===== src/logic/msisid_pkg.sv =====
// Package: register map, field layout and transfer types of the MSI and subsystem id block
package msisid_pkg;

  // ************************************************************
  // Register offsets
  // ************************************************************
  localparam logic [11:0] MSISID_OFF_CAPCTL  = 12'h0d0;
  localparam logic [11:0] MSISID_OFF_TGT_LO  = 12'h0d4;
  localparam logic [11:0] MSISID_OFF_TGT_HI  = 12'h0d8;
  localparam logic [11:0] MSISID_OFF_PAYLOAD = 12'h0dc;
  localparam logic [11:0] MSISID_OFF_SIDHDR  = 12'h0f0;
  localparam logic [11:0] MSISID_OFF_SIDVAL  = 12'h0f4;
  // Lock control for the write-lockable fields
  localparam logic [11:0] MSISID_OFF_LOCK    = 12'h0e0;

  // ************************************************************
  // Constant fields and reset values
  // ************************************************************
  localparam logic [7:0]  MSISID_MSI_CAP_ID  = 8'h05;
  localparam logic [7:0]  MSISID_SID_CAP_ID  = 8'h0d;
  localparam logic [7:0]  MSISID_NXT_RST     = 8'h00;
  localparam logic [2:0]  MSISID_MMC_VAL     = 3'h0;
  localparam logic [2:0]  MSISID_GRANT_VAL   = 3'h0;
  localparam logic        MSISID_WIDE_VAL    = 1'b1;
  localparam logic [15:0] MSISID_CODE_RST    = 16'h0000;
  localparam logic [31:0] MSISID_ZERO32      = 32'h0000_0000;
  localparam logic [1:0]  MSISID_RESP_OKAY   = 2'b00;
  localparam logic [1:0]  MSISID_RESP_SLVERR = 2'b10;

  // Field positions in the control word
  localparam int MSISID_EN_BIT   = 16;
  localparam int MSISID_WIDE_BIT = 23;

  // ************************************************************
  // Types
  // ************************************************************
  typedef struct packed {
    logic [63:0] addr;
    logic        wide;
    logic [31:0] data;
  } msisid_msg_type;

  typedef struct packed {
    logic [7:0]  nxt_ptr;
    logic        enable;
    logic [29:0] tgt_lo;
    logic [31:0] tgt_hi;
    logic [15:0] payload;
    logic [7:0]  sid_nxt;
    logic [15:0] maker;
    logic [15:0] board;
    logic        lock;
  } msisid_regs_type;

  typedef enum logic [1:0] {
    MSISID_IDLE = 2'b00,
    MSISID_SEND = 2'b01
  } msisid_state_type;

endpackage


===== src/logic/msisid_wstrb_merge.sv =====
// Byte-lane merge of a write into a stored word
module msisid_wstrb_merge
  import msisid_pkg::*;
#(
  parameter int W = 32
) (
  // Old value and write
  input  wire logic [W-1:0]   old_val,
  input  wire logic [31:0]    wdata,
  input  wire logic [3:0]     wstrb,
  // Merged value
  output logic [W-1:0]        new_val
);
  logic [31:0] full;
  always_comb begin
    full = 32'h0;
    full[W-1:0] = old_val;
    for (int i = 0; i < 4; i++) begin
      if (wstrb[i]) begin
        full[i*8 +: 8] = wdata[i*8 +: 8];
      end
    end
    new_val = full[W-1:0];
  end
endmodule


===== src/logic/msisid_axil_slave.sv =====
// AXI4-Lite slave front end: one write and one read in flight
module msisid_axil_slave
  import msisid_pkg::*;
(
  // Clock and reset
  input  wire logic        mclk,
  input  wire logic        rst_n,
  // AXI write
  input  wire logic [11:0] awaddr,
  input  wire logic        awvalid,
  output logic             awready,
  input  wire logic [31:0] wdata,
  input  wire logic [3:0]  wstrb,
  input  wire logic        wvalid,
  output logic             wready,
  output logic [1:0]       bresp,
  output logic             bvalid,
  input  wire logic        bready,
  // AXI read
  input  wire logic [11:0] araddr,
  input  wire logic        arvalid,
  output logic             arready,
  output logic [31:0]      rdata,
  output logic [1:0]       rresp,
  output logic             rvalid,
  input  wire logic        rready,
  // Register side
  output logic             wr_go,
  output logic [11:0]      wr_addr,
  output logic [31:0]      wr_data,
  output logic [3:0]       wr_strb,
  input  wire logic        wr_hit,
  output logic [11:0]      rd_addr,
  input  wire logic [31:0] rd_val,
  input  wire logic        rd_hit
);
  logic        aw_r, aw_nxt, w_r, w_nxt, b_r, b_nxt, rv_r, rv_nxt;
  logic [11:0] awa_r, awa_nxt;
  logic [31:0] wd_r, wd_nxt, rd_r, rd_nxt;
  logic [3:0]  ws_r, ws_nxt;
  logic [1:0]  br_r, br_nxt, rr_r, rr_nxt;

  assign awready = !aw_r && !b_r;
  assign wready  = !w_r && !b_r;
  assign arready = !rv_r;
  assign wr_go   = aw_r && w_r && !b_r;
  assign wr_addr = awa_r;
  assign wr_data = wd_r;
  assign wr_strb = ws_r;
  assign rd_addr = araddr;
  assign bvalid  = b_r;
  assign bresp   = br_r;
  assign rvalid  = rv_r;
  assign rdata   = rd_r;
  assign rresp   = rr_r;

  always_comb begin
    aw_nxt  = aw_r;
    awa_nxt = awa_r;
    w_nxt   = w_r;
    wd_nxt  = wd_r;
    ws_nxt  = ws_r;
    b_nxt   = b_r;
    br_nxt  = br_r;
    rv_nxt  = rv_r;
    rd_nxt  = rd_r;
    rr_nxt  = rr_r;
    if (awvalid && awready) begin
      aw_nxt = 1'b1;
      awa_nxt = awaddr;
    end
    if (wvalid && wready) begin
      w_nxt = 1'b1;
      wd_nxt = wdata;
      ws_nxt = wstrb;
    end
    if (wr_go) begin
      aw_nxt = 1'b0;
      w_nxt = 1'b0;
      b_nxt = 1'b1;
      br_nxt = wr_hit ? MSISID_RESP_OKAY : MSISID_RESP_SLVERR;
    end else if (b_r && bready) begin
      b_nxt = 1'b0;
    end
    if (arvalid && arready) begin
      rv_nxt = 1'b1;
      rd_nxt = rd_hit ? rd_val : MSISID_ZERO32;
      rr_nxt = rd_hit ? MSISID_RESP_OKAY : MSISID_RESP_SLVERR;
    end else if (rv_r && rready) begin
      rv_nxt = 1'b0;
    end
  end

  always_ff @(posedge mclk or negedge rst_n) begin
    if (!rst_n) begin
      aw_r  <= 1'b0;
      awa_r <= 12'h0;
      w_r   <= 1'b0;
      wd_r  <= 32'h0;
      ws_r  <= 4'h0;
      b_r   <= 1'b0;
      br_r  <= 2'h0;
      rv_r  <= 1'b0;
      rd_r  <= 32'h0;
      rr_r  <= 2'h0;
    end else begin
      aw_r  <= aw_nxt;
      awa_r <= awa_nxt;
      w_r   <= w_nxt;
      wd_r  <= wd_nxt;
      ws_r  <= ws_nxt;
      b_r   <= b_nxt;
      br_r  <= br_nxt;
      rv_r  <= rv_nxt;
      rd_r  <= rd_nxt;
      rr_r  <= rr_nxt;
    end
  end
endmodule


===== src/logic/msisid_top.sv =====
// MSI capability and subsystem identity registers with the message sender
module msisid_top
  import msisid_pkg::*;
(
  // Clock and reset
  input  wire logic        mclk,
  input  wire logic        rst_n,
  // AXI4-Lite write
  input  wire logic [11:0] s_awaddr,
  input  wire logic        s_awvalid,
  output logic             s_awready,
  input  wire logic [31:0] s_wdata,
  input  wire logic [3:0]  s_wstrb,
  input  wire logic        s_wvalid,
  output logic             s_wready,
  output logic [1:0]       s_bresp,
  output logic             s_bvalid,
  input  wire logic        s_bready,
  // AXI4-Lite read
  input  wire logic [11:0] s_araddr,
  input  wire logic        s_arvalid,
  output logic             s_arready,
  output logic [31:0]      s_rdata,
  output logic [1:0]       s_rresp,
  output logic             s_rvalid,
  input  wire logic        s_rready,
  // Interrupt event in
  input  wire logic        irq_event,
  // Posted memory write toward the root complex
  output logic             msg_valid,
  input  wire logic        msg_ready,
  output msisid_msg_type   msg
);
  logic            wr_go, wr_hit, rd_hit;
  logic [11:0]     wr_addr, rd_addr;
  logic [31:0]     wr_data, rd_val;
  logic [3:0]      wr_strb;
  logic [31:0]     capctl_rd, tgtlo_rd, payload_rd, sidhdr_rd, sidval_rd;
  logic [31:0]     capctl_m, tgtlo_m, tgthi_m, payload_m, sidhdr_m, sidval_m, lock_m;
  msisid_regs_type regs_r, regs_nxt;
  msisid_state_type st_r, st_nxt;
  msisid_msg_type  msg_r, msg_nxt;
  logic            pend_r, pend_nxt;

  // ************************************************************
  // Bus front end
  // ************************************************************
  msisid_axil_slave u_bus (
    .mclk    (mclk),
    .rst_n   (rst_n),
    .awaddr  (s_awaddr),
    .awvalid (s_awvalid),
    .awready (s_awready),
    .wdata   (s_wdata),
    .wstrb   (s_wstrb),
    .wvalid  (s_wvalid),
    .wready  (s_wready),
    .bresp   (s_bresp),
    .bvalid  (s_bvalid),
    .bready  (s_bready),
    .araddr  (s_araddr),
    .arvalid (s_arvalid),
    .arready (s_arready),
    .rdata   (s_rdata),
    .rresp   (s_rresp),
    .rvalid  (s_rvalid),
    .rready  (s_rready),
    .wr_go   (wr_go),
    .wr_addr (wr_addr),
    .wr_data (wr_data),
    .wr_strb (wr_strb),
    .wr_hit  (wr_hit),
    .rd_addr (rd_addr),
    .rd_val  (rd_val),
    .rd_hit  (rd_hit)
  );

  // ************************************************************
  // Read views
  // ************************************************************
  always_comb begin
    capctl_rd = MSISID_ZERO32;
    capctl_rd[7:0]   = MSISID_MSI_CAP_ID;
    capctl_rd[15:8]  = regs_r.nxt_ptr;
    capctl_rd[MSISID_EN_BIT] = regs_r.enable;
    capctl_rd[19:17] = MSISID_MMC_VAL;
    capctl_rd[22:20] = MSISID_GRANT_VAL;
    capctl_rd[MSISID_WIDE_BIT] = MSISID_WIDE_VAL;
    tgtlo_rd   = {regs_r.tgt_lo, 2'b00};
    payload_rd = {16'h0000, regs_r.payload};
    sidhdr_rd  = {16'h0000, regs_r.sid_nxt, MSISID_SID_CAP_ID};
    sidval_rd  = {regs_r.board, regs_r.maker};
  end

  always_comb begin
    rd_hit = 1'b1;
    case (rd_addr)
      MSISID_OFF_CAPCTL:  rd_val = capctl_rd;
      MSISID_OFF_TGT_LO:  rd_val = tgtlo_rd;
      MSISID_OFF_TGT_HI:  rd_val = regs_r.tgt_hi;
      MSISID_OFF_PAYLOAD: rd_val = payload_rd;
      MSISID_OFF_SIDHDR:  rd_val = sidhdr_rd;
      MSISID_OFF_SIDVAL:  rd_val = sidval_rd;
      MSISID_OFF_LOCK:    rd_val = {31'h0, regs_r.lock};
      default: begin
        rd_val = MSISID_ZERO32;
        rd_hit = 1'b0;
      end
    endcase
  end

  // ************************************************************
  // Write merges
  // ************************************************************
  msisid_wstrb_merge u_m_cap (.old_val(capctl_rd), .wdata(wr_data), .wstrb(wr_strb),
                              .new_val(capctl_m));
  msisid_wstrb_merge u_m_lo  (.old_val(tgtlo_rd), .wdata(wr_data), .wstrb(wr_strb),
                              .new_val(tgtlo_m));
  msisid_wstrb_merge u_m_hi  (.old_val(regs_r.tgt_hi), .wdata(wr_data), .wstrb(wr_strb),
                              .new_val(tgthi_m));
  msisid_wstrb_merge u_m_pl  (.old_val(payload_rd), .wdata(wr_data), .wstrb(wr_strb),
                              .new_val(payload_m));
  msisid_wstrb_merge u_m_sh  (.old_val(sidhdr_rd), .wdata(wr_data), .wstrb(wr_strb),
                              .new_val(sidhdr_m));
  msisid_wstrb_merge u_m_sv  (.old_val(sidval_rd), .wdata(wr_data), .wstrb(wr_strb),
                              .new_val(sidval_m));
  msisid_wstrb_merge u_m_lk  (.old_val({31'h0, regs_r.lock}), .wdata(wr_data),
                              .wstrb(wr_strb), .new_val(lock_m));

  // Lockable fields only take writes while the lock bit is clear
  always_comb begin
    regs_nxt = regs_r;
    wr_hit   = 1'b1;
    if (wr_go) begin
      case (wr_addr)
        MSISID_OFF_CAPCTL: begin
          if (!regs_r.lock) begin
            regs_nxt.nxt_ptr = capctl_m[15:8];
          end
          regs_nxt.enable = capctl_m[MSISID_EN_BIT];
          // Vector count bits are dropped: one message only
        end
        MSISID_OFF_TGT_LO:  regs_nxt.tgt_lo  = tgtlo_m[31:2];
        MSISID_OFF_TGT_HI:  regs_nxt.tgt_hi  = tgthi_m;
        MSISID_OFF_PAYLOAD: regs_nxt.payload = payload_m[15:0];
        MSISID_OFF_SIDHDR: begin
          if (!regs_r.lock) begin
            regs_nxt.sid_nxt = sidhdr_m[15:8];
          end
        end
        MSISID_OFF_SIDVAL: begin
          if (!regs_r.lock) begin
            regs_nxt.maker = sidval_m[15:0];
            regs_nxt.board = sidval_m[31:16];
          end
        end
        MSISID_OFF_LOCK:    regs_nxt.lock = lock_m[0];
        default:            wr_hit = 1'b0;
      endcase
    end
  end

  // ************************************************************
  // Message sender
  // ************************************************************
  // An event with enable set while a message is in flight is remembered once, never dropped
  always_comb begin
    st_nxt   = st_r;
    msg_nxt  = msg_r;
    pend_nxt = pend_r;
    if (irq_event && regs_r.enable) begin
      pend_nxt = 1'b1;
    end
    case (st_r)
      MSISID_IDLE: begin
        if (pend_r) begin
          pend_nxt = irq_event && regs_r.enable;
          st_nxt   = MSISID_SEND;
          msg_nxt.wide = (regs_r.tgt_hi != MSISID_ZERO32);
          msg_nxt.addr = msg_nxt.wide ? {regs_r.tgt_hi, regs_r.tgt_lo, 2'b00}
                                      : {32'h0, regs_r.tgt_lo, 2'b00};
          msg_nxt.data = {16'h0000, regs_r.payload};
        end
      end
      MSISID_SEND: begin
        if (msg_ready) begin
          st_nxt = MSISID_IDLE;
        end
      end
      default: st_nxt = MSISID_IDLE;
    endcase
  end

  assign msg_valid = (st_r == MSISID_SEND);
  assign msg       = msg_r;

  always_ff @(posedge mclk or negedge rst_n) begin
    if (!rst_n) begin
      regs_r.nxt_ptr <= MSISID_NXT_RST;
      regs_r.enable  <= 1'b0;
      regs_r.tgt_lo  <= 30'h0;
      regs_r.tgt_hi  <= 32'h0;
      regs_r.payload <= 16'h0;
      regs_r.sid_nxt <= MSISID_NXT_RST;
      regs_r.maker   <= MSISID_CODE_RST;
      regs_r.board   <= MSISID_CODE_RST;
      regs_r.lock    <= 1'b0;
      st_r           <= MSISID_IDLE;
      msg_r          <= '0;
      pend_r         <= 1'b0;
    end else begin
      regs_r <= regs_nxt;
      st_r   <= st_nxt;
      msg_r  <= msg_nxt;
      pend_r <= pend_nxt;
    end
  end
endmodule


===== config.mk =====
export PLATFORM = sky130hd
export DESIGN_NAME = msisid_top
export DESIGN_NICKNAME = d
export VERILOG_FILES = /design/src/logic/msisid_pkg.sv /design/src/logic/msisid_wstrb_merge.sv /design/src/logic/msisid_axil_slave.sv /design/src/logic/msisid_top.sv
export SDC_FILE = /design/constraint.sdc
export NUM_CORES = 1
export LEC_CHECK = 0
export BUFFER_PORTS_ARGS = -buffer_cell sky130_fd_sc_hd__buf_2
export CAP_MARGIN = 10
export CORE_UTILIZATION = 40
export DETAILED_ROUTE_END_ITERATION = 8
export GPL_ROUTABILITY_DRIVEN = 1
export PLACE_DENSITY = 0.7
export SYNTH_ARGS = -nofsm -noshare
export SYNTH_HDL_FRONTEND = slang
export SYNTH_HIERARCHICAL = 1
export SYNTH_SLANG_ARGS = --single-unit

===== constraint.sdc =====
create_clock -name mclk -period 4.94 [get_ports mclk]
set_input_delay 0.494 -clock mclk [delete_from_list [all_inputs] [get_ports mclk]]
set_output_delay 0.494 -clock mclk [all_outputs]
set_load 0.01 [all_outputs]

# Word level (Yosys, flattened, before mapping)
# Cells that the tools add are included.
# Widths: inputs -> output; s select.
[op_classes]
n_eq_ne = 17
mux = 22
n_reduce_logical = 42
n_bitwise = 1
[op_table]
columns = ["operator", "count"]
rows = [
  ["$pmux 32 s7", 1],
  ["$eq 12x8->1 const B", 14],
  ["$mux 64", 1],
  ["$reduce_and 3->1", 12],
  ["$mux 32", 1],
  ["$reduce_bool 32->1", 1],
  ["$reduce_and 4->1", 6],
  ["$mux 1", 14],
  ["$reduce_or 7->1", 2],
  ["$logic_and 1x1->1", 10],
  ["$mux 2", 4],
  ["$reduce_bool 2->1", 4],
  ["$logic_not 1->1", 4],
  ["$pmux 2 s2", 1],
  ["$reduce_and 2->1", 2],
  ["$eq 2x1->1 const B", 1],
  ["$logic_not 2->1", 1],
  ["$ne 2x1->1 const B", 1],
  ["$ne 2x2->1 const B", 1],
  ["$not 1->1", 1],
]
[word_totals]
out_inout_bits = 139
inputBits = 69
elab_cells = 115
regBits = 300

# Logic depth before layout (Yosys ltp)
[depth]
word_depth = 5
ltp_mapped = 10
ltp_nobuf = 6

# Modules after synthesis
# The synthesis kept the hierarchy.
[modules_own_cells]
columns = ["module", "cells_per_inst", "instances", "seq_area_each_um2", "area_per_inst_um2"]
rows = [
  ["msisid_top", 648, 1, 5230.0, 9132.5],
  ["msisid_axil_slave", 277, 1, 2152.1, 3687.3],
  ["msisid_wstrb_merge", 36, 7, 0.0, 525.5],
]

# Worst setup path after synthesis
# OpenSTA, ideal clock, no wires.
[synth_path]
path_type = "input -> register"
start = "input s_araddr[1]"
end = "register u_bus.rd_r[5], in the netlist u_bus/rdata[5]"
t_arrival_ns = 2.391
path_slack_ns = 2.469
setup_ns = 0.079
stages = 10
n_path_buf = 4
required_time_ns = 4.861
cell_sequence = "buf_4 > or4_4 > buf_6 > or3_1 > buf_6 > or2_1 > buf_6 > o21ai_2 > nand2_1 > mux2i_1"
[synth_rtl]
columns = ["item", "line_no", "text"]
rows = [
  ["start: declaration", "msisid_top.sv:20", "input wire logic [11:0] s_araddr,"],
  ["$eq 12x8->1", "msisid_top.sv:97", "case (rd_addr)"],
  ["$pmux 32 s7 *", "msisid_top.sv:97", ""],
  ["via rd_val[5]", "msisid_top.sv:36", "logic [31:0] wr_data, rd_val;"],
  ["$mux 32 *", "msisid_axil_slave.sv:87", "rd_nxt = rd_hit ? rd_val : MSISID_ZERO32;"],
  ["end signal: assignment", "msisid_axil_slave.sv:115", "rd_r <= rd_nxt;"],
  ["end: declaration", "msisid_axil_slave.sv:39", "logic [31:0] wd_r, wd_nxt, rd_r, rd_nxt;"],
]
# Mark *: on every way through the listed nets, which the timed path passes. The rest lies on a longest branch.
# A chain may end at the register's enable or synchronous reset.

# Final worst setup path
[layout_path]
start = "register u_bus.b_r, in the netlist u_bus/bvalid"
end = "register regs_r[27] in the netlist's numbering"
[layout_via]
elab_chain_len = 3
[layout_lines]
columns = ["item", "line_no", "text"]
rows = [
  ["start: declaration", "msisid_axil_slave.sv:37", "logic aw_r, aw_nxt, w_r, w_nxt, b_r, b_nxt, rv_r, rv_nxt;"],
  ["start signal: assignment", "msisid_axil_slave.sv:112", "b_r <= b_nxt;"],
  ["$logic_not 1->1", "msisid_axil_slave.sv:46", "assign wr_go = aw_r && w_r && !b_r;"],
  ["$logic_and 1x1->1", "msisid_axil_slave.sv:46", ""],
  ["via wr_go", "msisid_top.sv:34", "logic wr_go, wr_hit, rd_hit;"],
  ["$reduce_and 4->1 (no line)", "-", ""],
  ["end signal: assignment", "msisid_top.sv:212", "regs_r <= regs_nxt;"],
  ["end: declaration", "msisid_top.sv:40", "msisid_regs_type regs_r, regs_nxt;"],
]
# The timed path passes the listed nets, and every way through them passes these cells.

==> results.json <==
{
  "outcome": "completed",
  "fmax_mhz": 361.9,
  "crit_family": "simple AND/OR/NAND/NOR gates",
  "fp.coreArea_um2": 36700,
  "detail_route.first_pass.iterations": 8,
  "syn_inst": 1070,
  "critical_path_class": "flop to flop",
  "peakVddDrop_v": 0.0003185,
  "drtIter0Drc": 432,
  "cts_tree": "yes",
  "cp.required_ns": 5.33,
  "hold_viol_final": 0,
  "die_h_um": 195.3,
  "area_delta_synth_final_pct": 14.96,
  "ios": 208,
  "max_stage_delay_ns": 0.51,
  "path_cells": "nand3b_1 -> inv_1 -> nand4_1 -> or3b_1 -> nor4_4 -> buf_4 -> mux2_2",
  "synth_area_um2": 14940,
  "cp.depth": 7,
  "grt_max_degree": 114,
  "yosys_warnings": 6,
  "p_leak_uw": 0.008866,
  "cp_num_buf_inv": 2,
  "hpwl_um": 23790,
  "worst_pin_slew_ns": 1.241,
  "slew_violations": 0,
  "h-tree-depth": 2,
  "cts_buffer_depth": 3,
  "ant_nets": 0,
  "worstPathMaxFanout": 32,
  "drive_above_1_share_pct": 52.19,
  "end_kind": "flop",
  "cts_hold_buffers": 0,
  "setup_slack_ns": 2.177,
  "die_w_um": 195.3,
  "grt.overflow.total": 0,
  "setup_viol": 0,
  "r2r_start": "u_bus/bvalid",
  "worstHoldPathType": "input pin to async pin",
  "startpoint": "u_bus/bvalid",
  "row_count": 70,
  "post_cts.repair.setup_buffers": 0,
  "rsz0062_at_grt": "false",
  "grtUsageTotal_pct": 19.30,
  "die_area_um2": 38130,
  "root_buffer": "clkbuf_16",
  "drc": 0,
  "antenna_found_initial": 3,
  "dp_slack_ns": 1.855,
  "grt_pass1_vias": 9423,
  "clkTransAtPathRegs_ns": 0.06,
  "fin_crit_ns": 2.763,
  "worstReg2RegEnd": "regs_r[27]",
  "drv_cap": 0,
  "clock_latency_ns": 0.53,
  "r2r_cells": 7,
  "start_kind": "flop",
  "r2r_setup_slack_ns": 2.18,
  "power_density_nw_per_um2": 435.3,
  "final_nets": 1300,
  "slew_headroom_pct": 16.64,
  "setup_tns_ns": 0,
  "port-buffer-count": 187,
  "ctsResizeCount": 0,
  "vias": 9038,
  "wire_per_inst_um": 21.05,
  "vias_per_cell": 5.236,
  "fin_worst_skew_ns": 0.02622,
  "grt_pass1_wl_um": 56790,
  "syn_avg_cell_area_um2": 13.96,
  "cts_buffers": 35,
  "cp_slowest_cell": "buf_4",
  "fin_crit_sh_pct": 55.93,
  "setup.worst_path.end": "regs_r[27]",
  "start_util_pct": 40.71,
  "crit_arrival_ns": 3.15,
  "cts.sinks": 295,
  "drt_wl_total_um": 36340,
  "gp_congestion": 0.7818
}
final cells by class:
| class | count | area, um2 |
|---|---|---|
| timing repair buffer | 205 | 1094 |
| inverter | 59 | 221.5 |
| clock buffer | 49 | 989.7 |
| sequential | 295 | 7385 |
| antenna | 1 | 2.502 |
| tap | 468 | 585.6 |
| multi-input combinational | 635 | 6748 |
| fill | 3264 | 19520 |
| clock inverter | 14 | 150.1 |
metal layers:
| metal | routed length [um] | vias up | part of all wire (%) | global-route usage [%] |
|---|---|---|---|---|
| met5 | 16 | - | 0.044 | 0 |
| met4 | 558 | 2 | 1.5 | 4.695 |
| met3 | 2030 | 41 | 5.6 | 4.646 |
| met2 | 16920 | 232 | 47 | 30.08 |
| met1 | 16810 | 4669 | 46 | 27.00 |
| li1 | - | 4094 | - | - |
cell usage in the layout, fill, tap and decap left out, types with 4 or more instances in the layout:
| cell | n |
|---|---|
| o22ai_1 | 4 |
| a21oi_1 | 5 |
| clkbuf_8 | 4 |
| buf_2 | 186 |
| clkinv_2 | 5 |
| nor4_1 | 10 |
| a31oi_1 | 6 |
| nand4_1 | 6 |
| clkbuf_16 | 36 |
| buf_4 | 17 |
| nor4_4 | 5 |
| o21ai_0 | 8 |
| a222oi_1 | 14 |
| o221ai_1 | 4 |
| mux2_1 | 7 |
| dfrtp_1 | 293 |
| nor2_1 | 15 |
| mux2_2 | 216 |
| nand2_1 | 51 |
| mux2i_1 | 58 |
| clkbuf_1 | 9 |
| nand3_1 | 5 |
| inv_1 | 59 |
| nand2b_1 | 4 |
| conb_1 | 20 |
| mux2_4 | 158 |
worst min-delay path by stage:
stage                            end  slack (ns)  cells after the start
finish              u_bus/wr_data[7]        0.06                      1
global route        u_bus/wr_data[7]        0.12                      1
CTS                 u_bus/wr_data[7]        0.09                      1
detailed placement           msg[56]        0.47                      2
global placement             msg[56]        0.47                      2
floorplan              capctl_rd[10]        0.20                      0
sequential cells by signal, indices dropped and copies added, names as in the netlist:
name,cells
regs_r,103
u_bus/wr_strb,4
u_bus/rresp,1
u_bus/rdata,32
u_bus/rvalid,1
pend_r,1
msg,79
u_bus/wr_addr,12
u_bus/w_r,1
u_bus/aw_r,1
st_r,1
capctl_rd,9
u_bus/bvalid,1
u_bus/wr_data,32
payload_rd,16
u_bus/bresp,1
power breakdown:
group | internal (uW) | switching [uW]
clock | 1520 | 1020
combinational | 1260 | 588
sequential | 2640 | 450
metrics by stage:
step	total power (uW)	hold slack (ns)	instance area [um2]	instances	util, %
after floorplan	4721	0.1984	15010	1088	-
after global placement	4928	0.4689	16030	1662	43.69
after detailed placement	4972	0.4663	16030	1662	43.69
after CTS	7553	0.09225	17170	1725	46.80
after global routing	7815	0.1177	17180	1726	46.80
final	7477	0.05996	17180	1726	46.80
Note: power is estimated with default switching activity, not from simulation.
